<file path="config.mk">
export PLATFORM = sky130hd
export DESIGN_NAME = mer_regs
export DESIGN_NICKNAME = d
export VERILOG_FILES = /design/src/pkg/mer_pkg.sv /design/src/pkg/mer_msi_if.sv /design/src/hw/mer_msi_gen.sv /design/src/hw/mer_regs.sv
export VERILOG_INCLUDE_DIRS = /design/src /design/src/pkg
export SDC_FILE = /design/constraint.sdc
export NUM_CORES = 1
export LEC_CHECK = 0
export ABC_AREA = 1
export ABC_CLOCK_PERIOD_IN_PS = 7700
export BUFFER_PORTS_ARGS = -buffer_cell sky130_fd_sc_hd__clkbuf_2
export CORE_MARGIN = 5
export CORE_UTILIZATION = 56
export DETAILED_ROUTE_END_ITERATION = 8
export PLACE_DENSITY = 0.8
export SLEW_MARGIN = 10
export SYNTH_ARGS = -nofsm -noshare
export SYNTH_HDL_FRONTEND = slang
export SYNTH_SLANG_ARGS = --single-unit
</file>
<file path="constraint.sdc">
create_clock -name clock -period 7.7 [get_ports clock]
set_clock_uncertainty 0.2 [all_clocks]
set_input_delay 0 -clock clock [delete_from_list [all_inputs] [get_ports clock]]
set_output_delay 0 -clock clock [all_outputs]
set_load 0.01 [all_outputs]
</file>
<file path="src/pkg/mer_map.svh">
// Register offsets, field positions and reset values of the MSI and
// error reporting register bank. Definitions only; included by name.
`ifndef MER_MAP_SVH
`define MER_MAP_SVH

`define MER_OFS_MSI_CTRL 12'h0F0
`define MER_OFS_MSI_ALO 12'h0F4
`define MER_OFS_MSI_AHI 12'h0F8
`define MER_OFS_MSI_DATA 12'h0FC
`define MER_OFS_ERR_HDR 12'h100
`define MER_OFS_UE_STAT 12'h104
`define MER_OFS_UE_MASK 12'h108
`define MER_OFS_UE_SEV 12'h10C
`define MER_OFS_IRQ_STAT 12'h140
`define MER_OFS_IRQ_EN 12'h144
`define MER_OFS_IRQ_CLR 12'h148

`define MER_MSI_EN_BIT 16
`define MER_MMC_LSB 17
`define MER_MMC_MSB 19
`define MER_MME_LSB 20
`define MER_MME_MSB 22
`define MER_A64_BIT 23
`define MER_MME_MAX 3'h5
`define MER_MME_RST 3'h0
`define MER_A64_RST 1'h1

`define MER_ALO_WMASK 32'hFFFF_FFFC
`define MER_DATA_W 16
`define MER_HDR_VAL 32'h1501_0001
`define MER_NEXT_LSB 20
`define MER_NEXT_VAL 12'h150
`define MER_UE_IMPL 32'h001F_F011
`define MER_UE_MASK_RST 32'h0000_0000
`define MER_UE_SEV_RST 32'h0006_2011

`define MER_EV_FATAL 0
`define MER_EV_NONFATAL 1
`define MER_EV_MSI_SENT 2
`define MER_EV_W 3

`endif

</file>
<file path="src/pkg/mer_pkg.sv">
// Types shared by the MSI and error reporting register bank.
// Assumes the offsets and fields of mer_map.svh.
package mer_pkg;
    typedef logic [11:0] mer_addr_t;
    typedef logic [31:0] mer_word_t;
    typedef enum logic [1:0] {
        MER_ST_IDLE = 2'b00,
        MER_ST_REQ = 2'b01
    } mer_msi_state_t;
endpackage

</file>
<file path="src/pkg/mer_msi_if.sv">
// Carrier between the register bank and its MSI write generator.
// Assumes both ends run on the same clock.
`timescale 1ns/100ps
interface mer_msi_if;
    logic msi_en;
    logic trig;
    logic [63:0] addr;
    logic [15:0] data;
    logic sent;
    modport src (output msi_en, output trig, output addr, output data,
        input sent);
    modport gen (input msi_en, input trig, input addr, input data,
        output sent);
endinterface

</file>
<file path="src/hw/mer_msi_gen.sv">
// MSI memory write generator: one request per trigger, with triggers during a write merged into one, held until ack.
// Assumes msi_ack comes from logic on the same clock.
`timescale 1ns/100ps
module mer_msi_gen
    import mer_pkg::*;
(
    input wire logic clock,
    input wire logic sys_rst,
    input wire logic hot_rst,
    input wire logic ce,
    mer_msi_if.gen mif,
    input wire logic msi_ack,
    output logic msi_req,
    output logic [63:0] msi_addr,
    output logic [15:0] msi_data
);
    mer_msi_state_t state;
    logic pend;

    // A trigger seen while a write is in flight is kept, not dropped
    always_ff @(posedge clock or posedge sys_rst) begin
        if (sys_rst) begin
            state <= MER_ST_IDLE;
            pend <= 1'b0;
            msi_req <= 1'b0;
            msi_addr <= 64'h0;
            msi_data <= 16'h0;
            mif.sent <= 1'b0;
        end else if (ce) begin
            mif.sent <= 1'b0;
            if (hot_rst) begin
                state <= MER_ST_IDLE;
                pend <= 1'b0;
                msi_req <= 1'b0;
            end else begin
                case (state)
                    MER_ST_IDLE: begin
                        if (mif.msi_en && (mif.trig || pend)) begin
                            msi_req <= 1'b1;
                            msi_addr <= mif.addr;
                            msi_data <= mif.data;
                            pend <= 1'b0;
                            state <= MER_ST_REQ;
                        end else if (!mif.msi_en) begin
                            pend <= 1'b0;
                        end
                    end
                    MER_ST_REQ: begin
                        if (mif.trig) begin
                            pend <= 1'b1;
                        end
                        if (msi_ack) begin
                            msi_req <= 1'b0;
                            mif.sent <= 1'b1;
                            state <= MER_ST_IDLE;
                        end
                    end
                    default: begin
                        state <= MER_ST_IDLE;
                        msi_req <= 1'b0;
                    end
                endcase
            end
        end
    end
endmodule // mer_msi_gen

</file>
<file path="src/hw/mer_regs.sv">
// MSI capability and error reporting register bank of the bridge.
// Assumes a same-clock register port and same-clock error event pulses;
// the legacy interrupt pins are asynchronous and are synchronised here.
`timescale 1ns/100ps
`include "mer_map.svh"
module mer_regs
    import mer_pkg::*;
#(
    parameter logic [2:0] MSI_MMC = 3'h0,
    parameter int EV_W = 21,
    parameter int PIN_W = 4
) (
    input wire logic clock,
    input wire logic sys_rst,
    input wire logic hot_rst,
    input wire logic ce,
    input wire mer_addr_t reg_addr,
    input wire mer_word_t reg_wdata,
    input wire logic reg_wr,
    input wire logic reg_rd,
    output mer_word_t reg_rdata,
    input wire logic [EV_W-1:0] err_event,
    input wire logic [PIN_W-1:0] intx_pin,
    output logic [PIN_W-1:0] intx_out,
    output logic msi_req,
    input wire logic msi_ack,
    output logic [63:0] msi_addr,
    output logic [15:0] msi_data,
    output logic irq
);
    mer_msi_if mif();

    logic msi_en;
    logic [2:0] mme;
    logic a64;
    logic [31:0] alo;
    logic [31:0] ahi;
    logic [15:0] pay;
    logic [31:0] ue_stat;
    logic [31:0] ue_mask;
    logic [31:0] ue_sev;
    logic [`MER_EV_W-1:0] istat;
    logic [`MER_EV_W-1:0] ien;
    logic [PIN_W-1:0] pin_s1;
    logic [PIN_W-1:0] pin_s2;
    logic err_int;
    logic err_int_d;
    logic [31:0] ctrl_word;
    logic [31:0] next_rdata;
    logic [31:0] ev_vec;
    logic [31:0] ue_clr;
    logic [31:0] ue_new;
    logic [31:0] ue_wipe;
    logic wr_ctrl;
    logic wr_stat;
    logic wr_iclr;

    assign wr_ctrl = reg_wr && (reg_addr == `MER_OFS_MSI_CTRL);
    assign wr_stat = reg_wr && (reg_addr == `MER_OFS_UE_STAT);
    assign wr_iclr = reg_wr && (reg_addr == `MER_OFS_IRQ_CLR);

    // Pin synchroniser; only pin_s2 is read by logic
    always_ff @(posedge clock or posedge sys_rst) begin
        if (sys_rst) begin
            pin_s1 <= '0;
            pin_s2 <= '0;
        end else if (ce) begin
            pin_s1 <= intx_pin;
            pin_s2 <= pin_s1;
        end
    end

    // MSI registers are not sticky: hot reset returns them to defaults
    always_ff @(posedge clock or posedge sys_rst) begin
        if (sys_rst) begin
            msi_en <= 1'b0;
            mme <= `MER_MME_RST;
            a64 <= `MER_A64_RST;
            alo <= 32'h0;
            ahi <= 32'h0;
            pay <= 16'h0;
        end else if (ce) begin
            if (hot_rst) begin
                msi_en <= 1'b0;
                mme <= `MER_MME_RST;
                a64 <= `MER_A64_RST;
                alo <= 32'h0;
                ahi <= 32'h0;
                pay <= 16'h0;
            end else if (reg_wr) begin
                if (wr_ctrl) begin
                    msi_en <= reg_wdata[`MER_MSI_EN_BIT];
                    a64 <= reg_wdata[`MER_A64_BIT];
                    // A reserved code is refused and the old grant kept
                    if (reg_wdata[`MER_MME_MSB:`MER_MME_LSB]
                            <= `MER_MME_MAX) begin
                        mme <= reg_wdata[`MER_MME_MSB:`MER_MME_LSB];
                    end
                end
                if (reg_addr == `MER_OFS_MSI_ALO) begin
                    alo <= reg_wdata & `MER_ALO_WMASK;
                end
                if (reg_addr == `MER_OFS_MSI_AHI) begin
                    ahi <= reg_wdata;
                end
                if (reg_addr == `MER_OFS_MSI_DATA) begin
                    pay <= reg_wdata[`MER_DATA_W-1:0];
                end
            end
        end
    end

    always_comb begin
        ev_vec = '0;
        ev_vec[EV_W-1:0] = err_event;
        ev_vec = ev_vec & `MER_UE_IMPL;
        ue_clr = wr_stat ? (reg_wdata & `MER_UE_IMPL) : 32'h0;
        // A new error wins over a clear in the same cycle
        ue_new = ev_vec & ~ue_stat & ~ue_mask;
        ue_wipe = ue_clr & ~ev_vec;
    end

    // Sticky error registers: only the power-on reset touches them
    always_ff @(posedge clock or posedge sys_rst) begin
        if (sys_rst) begin
            ue_stat <= 32'h0;
            ue_mask <= `MER_UE_MASK_RST;
            ue_sev <= `MER_UE_SEV_RST;
        end else if (ce) begin
            ue_stat <= (ue_stat & ~ue_clr) | ev_vec;
            if (reg_wr && reg_addr == `MER_OFS_UE_MASK) begin
                ue_mask <= reg_wdata & `MER_UE_IMPL;
            end
            if (reg_wr && reg_addr == `MER_OFS_UE_SEV) begin
                ue_sev <= reg_wdata & `MER_UE_IMPL;
            end
        end
    end

    // Interrupt status; set wins over the write-one clear
    always_ff @(posedge clock or posedge sys_rst) begin
        if (sys_rst) begin
            istat <= '0;
            ien <= '0;
        end else if (ce) begin
            if (hot_rst) begin
                istat <= '0;
                ien <= '0;
            end else begin
                istat <= (istat & ~(wr_iclr ?
                    reg_wdata[`MER_EV_W-1:0] : {`MER_EV_W{1'b0}}))
                    | {mif.sent, |(ue_new & ~ue_sev), |(ue_new & ue_sev)};
                if (reg_wr && reg_addr == `MER_OFS_IRQ_EN) begin
                    ien <= reg_wdata[`MER_EV_W-1:0];
                end
            end
        end
    end

    // Sent status is left out of err_int so a sent MSI cannot retrigger
    assign err_int = |(istat[`MER_EV_NONFATAL:`MER_EV_FATAL]
        & ien[`MER_EV_NONFATAL:`MER_EV_FATAL]);

    always_ff @(posedge clock or posedge sys_rst) begin
        if (sys_rst) begin
            err_int_d <= 1'b0;
            intx_out <= '0;
            irq <= 1'b0;
        end else if (ce) begin
            err_int_d <= err_int;
            irq <= |(istat & ien);
            if (msi_en) begin
                intx_out <= '0;
            end else begin
                intx_out <= pin_s2 | {{(PIN_W-1){1'b0}}, err_int};
            end
        end
    end

    assign mif.msi_en = msi_en;
    assign mif.trig = err_int && !err_int_d;
    assign mif.addr = a64 ? {ahi, alo} : {32'h0, alo};
    assign mif.data = pay;

    mer_msi_gen u_gen (
        .clock(clock),
        .sys_rst(sys_rst),
        .hot_rst(hot_rst),
        .ce(ce),
        .mif(mif),
        .msi_ack(msi_ack),
        .msi_req(msi_req),
        .msi_addr(msi_addr),
        .msi_data(msi_data)
    );

    always_comb begin
        ctrl_word = 32'h0;
        ctrl_word[`MER_MSI_EN_BIT] = msi_en;
        ctrl_word[`MER_MMC_MSB:`MER_MMC_LSB] = MSI_MMC;
        ctrl_word[`MER_MME_MSB:`MER_MME_LSB] = mme;
        ctrl_word[`MER_A64_BIT] = a64;
    end

    always_comb begin
        case (reg_addr)
            `MER_OFS_MSI_CTRL: next_rdata = ctrl_word;
            `MER_OFS_MSI_ALO: next_rdata = alo;
            `MER_OFS_MSI_AHI: next_rdata = ahi;
            `MER_OFS_MSI_DATA: next_rdata = {16'h0, pay};
            `MER_OFS_ERR_HDR: next_rdata = `MER_HDR_VAL;
            `MER_OFS_UE_STAT: next_rdata = ue_stat;
            `MER_OFS_UE_MASK: next_rdata = ue_mask;
            `MER_OFS_UE_SEV: next_rdata = ue_sev;
            `MER_OFS_IRQ_STAT: next_rdata = {29'h0, istat};
            `MER_OFS_IRQ_EN: next_rdata = {29'h0, ien};
            default: next_rdata = 32'h0;
        endcase
    end

    // Read data stand for one cycle only, zero otherwise
    always_ff @(posedge clock or posedge sys_rst) begin
        if (sys_rst) begin
            reg_rdata <= 32'h0;
        end else if (ce) begin
            reg_rdata <= reg_rd ? next_rdata : 32'h0;
        end
    end
endmodule // mer_regs

</file>
==> load_flow_metrics.sql <==
INSERT INTO impl_metrics (metric_group, metric, value, unit) VALUES
('run_status', 'result_of_the_run', 'complete, but fails checks', ''),
('run_status', 'violations', 'negative hold slack', ''),
('synth', 'ys_seq_elements', '249', ''),
('cts', 'cts_tree', 'built', ''),
('floorplanning', 'fp-row-count', '52', ''),
('sta', 'finalMaxSlewViolations', '0', ''),
('drt', 'average_wire_length_per_cell_after_detail_routing', '16.9', 'um'),
('power', 'power_per_cell_area', '210', 'nW/um2'),
('drt', 'routed_via_density', '5.40', ''),
('cts', 'clock_latency', '0.53', 'ns'),
('sta', 'grt_setup_unrepaired', 'false', ''),
('cts', 'cts_max_path_buffers', '3', ''),
('sta', 'relSlewSlack', '19.2', '%'),
('synth', 'ys_warn_count', '0', ''),
('drt', 'met3_wirelength', '2330', 'um'),
('sta', 'post-route-worst-setup-slack', '3.77', 'ns'),
('floorplanning', 'die_area', '23300', 'um2'),
('synth', 'synth_cell_type_count', '39', ''),
('floorplanning', 'core_area', '20200', 'um2'),
('power', 'power.ir.vdd_worst', '0.000175', 'V'),
('critical_path', 'critPathCaptureType', 'flip-flop', ''),
('drt', 'route.layer.met1.wl', '13500', 'um'),
('cts', 'cts_made_buffers', '26', ''),
('critical_path', 'worst_path_required', '7.91', 'ns'),
('floorplanning', 'die-height', '153', 'um'),
('grt', 'first_pass_grt_wire_length', '52600', 'um'),
('cts', 'postCtsSetupRepairBufs', '0', ''),
('cts', 'clock-sinks', '249', ''),
('drt', 'detailroute.via_count', '10400', ''),
('critical_path', 'setup_crit_start_kind', 'input port', ''),
('cts', 'post_cts_resize_count', '0', ''),
('drt', 'routed_wl', '32500', 'um'),
('synth', 'post_synthesis_sequential_area_ratio', '54.7', '%'),
('sta', 'hold_viol', '12', ''),
('sta', 'maxClockFrequency', '0.254', 'GHz'),
('power', 'p_leak', '0.00715', 'uW'),
('drt', 'remaining_drc_errors', '0', ''),
('drt', 'antenna_violating_nets_post_route', '0', ''),
('critical_path', 'worst_r2r_endpoint', 'u_gen.msi_addr[9]', ''),
('drt', 'detail_route.first_pass.iterations', '5', ''),
('synth', 'syn-cell-area', '11400', 'um2'),
('placement', 'globalplace.congestion', '0.910', ''),
('final_layout', 'drive_gt1_share', '18.0', '%'),
('placement', 'placement.io_buffers', '181', ''),
('placement', 'preCtsSetupSlack', '5.17', 'ns'),
('cts', 'root_buffer', 'clkbuf_16', ''),
('grt', 'gr-usage-all-layers', '27.5', '%'),
('sta', 'worst-slew-pin-transition', '1.21', 'ns'),
('critical_path', 'worstRegToRegCells', '7', ''),
('drt', 'maxUsedRoutingLayer', 'met4', ''),
('sta', 'setup_violation_total_in_the_final_timing_report', '0', ''),
('critical_path', 'setup.reg_to_reg.worst_slack', '5.44', 'ns'),
('final_layout', 'layout.cells.most_common_list', '491 x nand2_1, 243 x dfrtp_1, 181 x clkbuf_2, 160 x o21ai_0, 127 x inv_1', ''),
('final_layout', 'final_core_util', '70.0', '%'),
('floorplanning', 'top_level_ports', '194', ''),
('grt', 'grt_start_max_net_pins', '129', ''),
('cts', 'clk_pin_slew', '0.06', 'ns'),
('floorplanning', 'start_util', '56.6', '%'),
('synth', 'synthesis.area_per_instance', '8.19', 'um2'),
('final_layout', 'antenna_cells', '0', ''),
('sta', 'period_share', '51.1', '%'),
('critical_path', 'worstPathMaxFanout', '19', ''),
('critical_path', 'r2r_startpoint', 'istat[1]', ''),
('grt', 'grt_antenna_before_repair', '0', ''),
('cts', 'clock_tree.htree_level_count', '1', ''),
('drt', 'dr_wl_met2', '15400', 'um'),
('final_layout', 'layout-area-overhead-vs-synth', '23.7', '%'),
('final_layout', 'finalNetCount', '1711', ''),
('sta', 'setup_tns', '0', 'ns'),
('synth', 'synth_cells', '1394', ''),
('floorplanning', 'horiz_die_dim', '153', 'um'),
('final_layout', 'mostFrequentLayoutCell', 'nand2_1', ''),
('sta', 'hold-worst-slack', '-0.00939', 'ns'),
('grt', 'grt_remaining_overflow', '0', ''),
('sta', 'fin_crit', '3.93', 'ns'),
('min_path', 'hp-class', 'in2async', ''),
('drt', 'detail_route.iter0.violations', '803', ''),
('job', 'max_cap_viol_count', '0', ''),
('critical_path', 'worst_ep_arrival_time', '4.14', 'ns'),
('placement', 'hpwl', '20700', 'um'),
('grt', 'grt_pass1_vias', '10100', ''),
('critical_path', 'classification_of_the_worst_setup_path', 'in2reg', '');
what timing repair did:
item,in CTS,in global routing
endpoints found under the hold margin,281,0
hold buffers,95,0
endpoints found under the setup margin,0,0
synth_stat cells:
master | count | area share (%)
nor2_4 | 3 | 0.30
a21oi_1 | 4 | 0.18
nor2_1 | 50 | 1.6
clkbuf_2 | 1 | 0.044
nor2_8 | 1 | 0.18
nor3_4 | 1 | 0.14
nand3b_1 | 1 | 0.066
nand2_2 | 7 | 0.38
a22oi_1 | 1 | 0.066
clkbuf_1 | 30 | 0.99
nand3_2 | 1 | 0.088
o21ai_2 | 29 | 2.2
nor3_1 | 2 | 0.088
inv_4 | 1 | 0.055
nor2_2 | 5 | 0.27
inv_2 | 9 | 0.30
nand2_1 | 491 | 16
inv_1 | 128 | 4.2
o21ai_0 | 160 | 7.0
buf_1 | 2 | 0.066
dfstp_2 | 6 | 1.4
clkbuf_4 | 1 | 0.066
clkinv_1 | 2 | 0.066
o211ai_1 | 6 | 0.39
o21ai_1 | 31 | 1.4
nand3_1 | 116 | 5.1
clkinv_2 | 1 | 0.044
o31ai_1 | 1 | 0.066
nor3_2 | 1 | 0.088
nand2_4 | 1 | 0.099
dfrtp_1 | 243 | 53
o21ai_4 | 1 | 0.14
conb_1 | 1 | 0.033
buf_4 | 6 | 0.39
o22ai_1 | 1 | 0.055
o32ai_1 | 1 | 0.077
buf_2 | 19 | 0.83
nand4_1 | 18 | 0.99
buf_6 | 11 | 1.1
worst max-delay path, stage by stage:
cell and delay [ns]:
dlygate4sd3_1 0.54, clkbuf_2 0.12, nor2_4 0.12, dlygate4sd3_1 0.61
nand2_2 0.13, clkinv_2 0.28, nand2_1 0.08, nor2_1 0.22
nand3_1 0.09, dlygate4sd3_1 0.59, nand3_1 0.08, dlygate4sd3_1 0.57
o21ai_0 0.11, dlygate4sd3_1 0.59
through the flow:
| step | power [uW] | area [um2] | std cells |
|---|---|---|---|
| floorplan | 1610 | 11400 | 1395 |
| CTS | 2970 | 14100 | 1924 |
| global placement | 1690 | 12300 | 1782 |
| global route | 3070 | 14100 | 1924 |
| detailed placement | 1700 | 12300 | 1782 |
| finish | 2960 | 14100 | 1924 |
registers in the layout (all words and copies together) (netlist names):
register        cells
irq                 1
u_gen.mif.sent      1
reg_rdata          32
u_gen.pend          1
a64                 1
u_gen.msi_req       1
ue_stat            11
u_gen.msi_data     16
ahi                32
mif.msi_en          1
u_gen.msi_addr     62
pin_s2              4
istat               3
ue_sev             11
intx_out            4
alo                30
ue_mask            11
pin_s1              4
mme                 3
mif.data           16
ien                 3
err_int_d           1
cell families (layout without fill, tap and decap cells):
family / count (synthesis) / after routing / synth area share [%]
flops: 249 / 249 / 54.7
buf+inv: 211 / 470 / 8.15
other cells: 1 / 2 / 0.0329
compound gates: 235 / 235 / 11.6
simple gates: 698 / 698 / 25.6
how the worst max path moves through the flow:
| stage | startpoint | to | slack [ns] |
|---|---|---|---|
| finish | reg_addr[0] | istat[2] | 3.77 |
| global route | reg_addr[0] | istat[2] | 3.69 |
| CTS | reg_addr[0] | istat[2] | 3.94 |
| detailed placement | reg_addr[3] | mif.data[9] | 5.17 |
| global placement | reg_addr[3] | mif.data[7] | 5.23 |
| floorplan | sys_rst | ahi[0] | 0.67 |
cell type report:
cell class,count,area [um2]
fillers,1583,6050
flip-flops and latches,249,6240
clock buffers,37,773
inverters,141,541
multi-input cells,935,4250
clock inverters,10,80.1
well taps,270,338
repair buffers,282,1900
where the power goes:
part	total [uW]	switching [uW]	leakage, uW	internal [uW]
Clock	1240	512	0.000422	730
Sequential	1440	61.2	0.00330	1380
Combinational	276	173	0.00343	102
Total	2960	746	0.00715	2220
metal layers:
layer  up-vias  global-route usage, %
li1       4927                      -
met1      4897                   37.2
met2       470                   45.2
met3        99                   4.49
met4         0                   10.5
met5         -                      0
No activity file was read; power rests on OpenSTA's default activity.
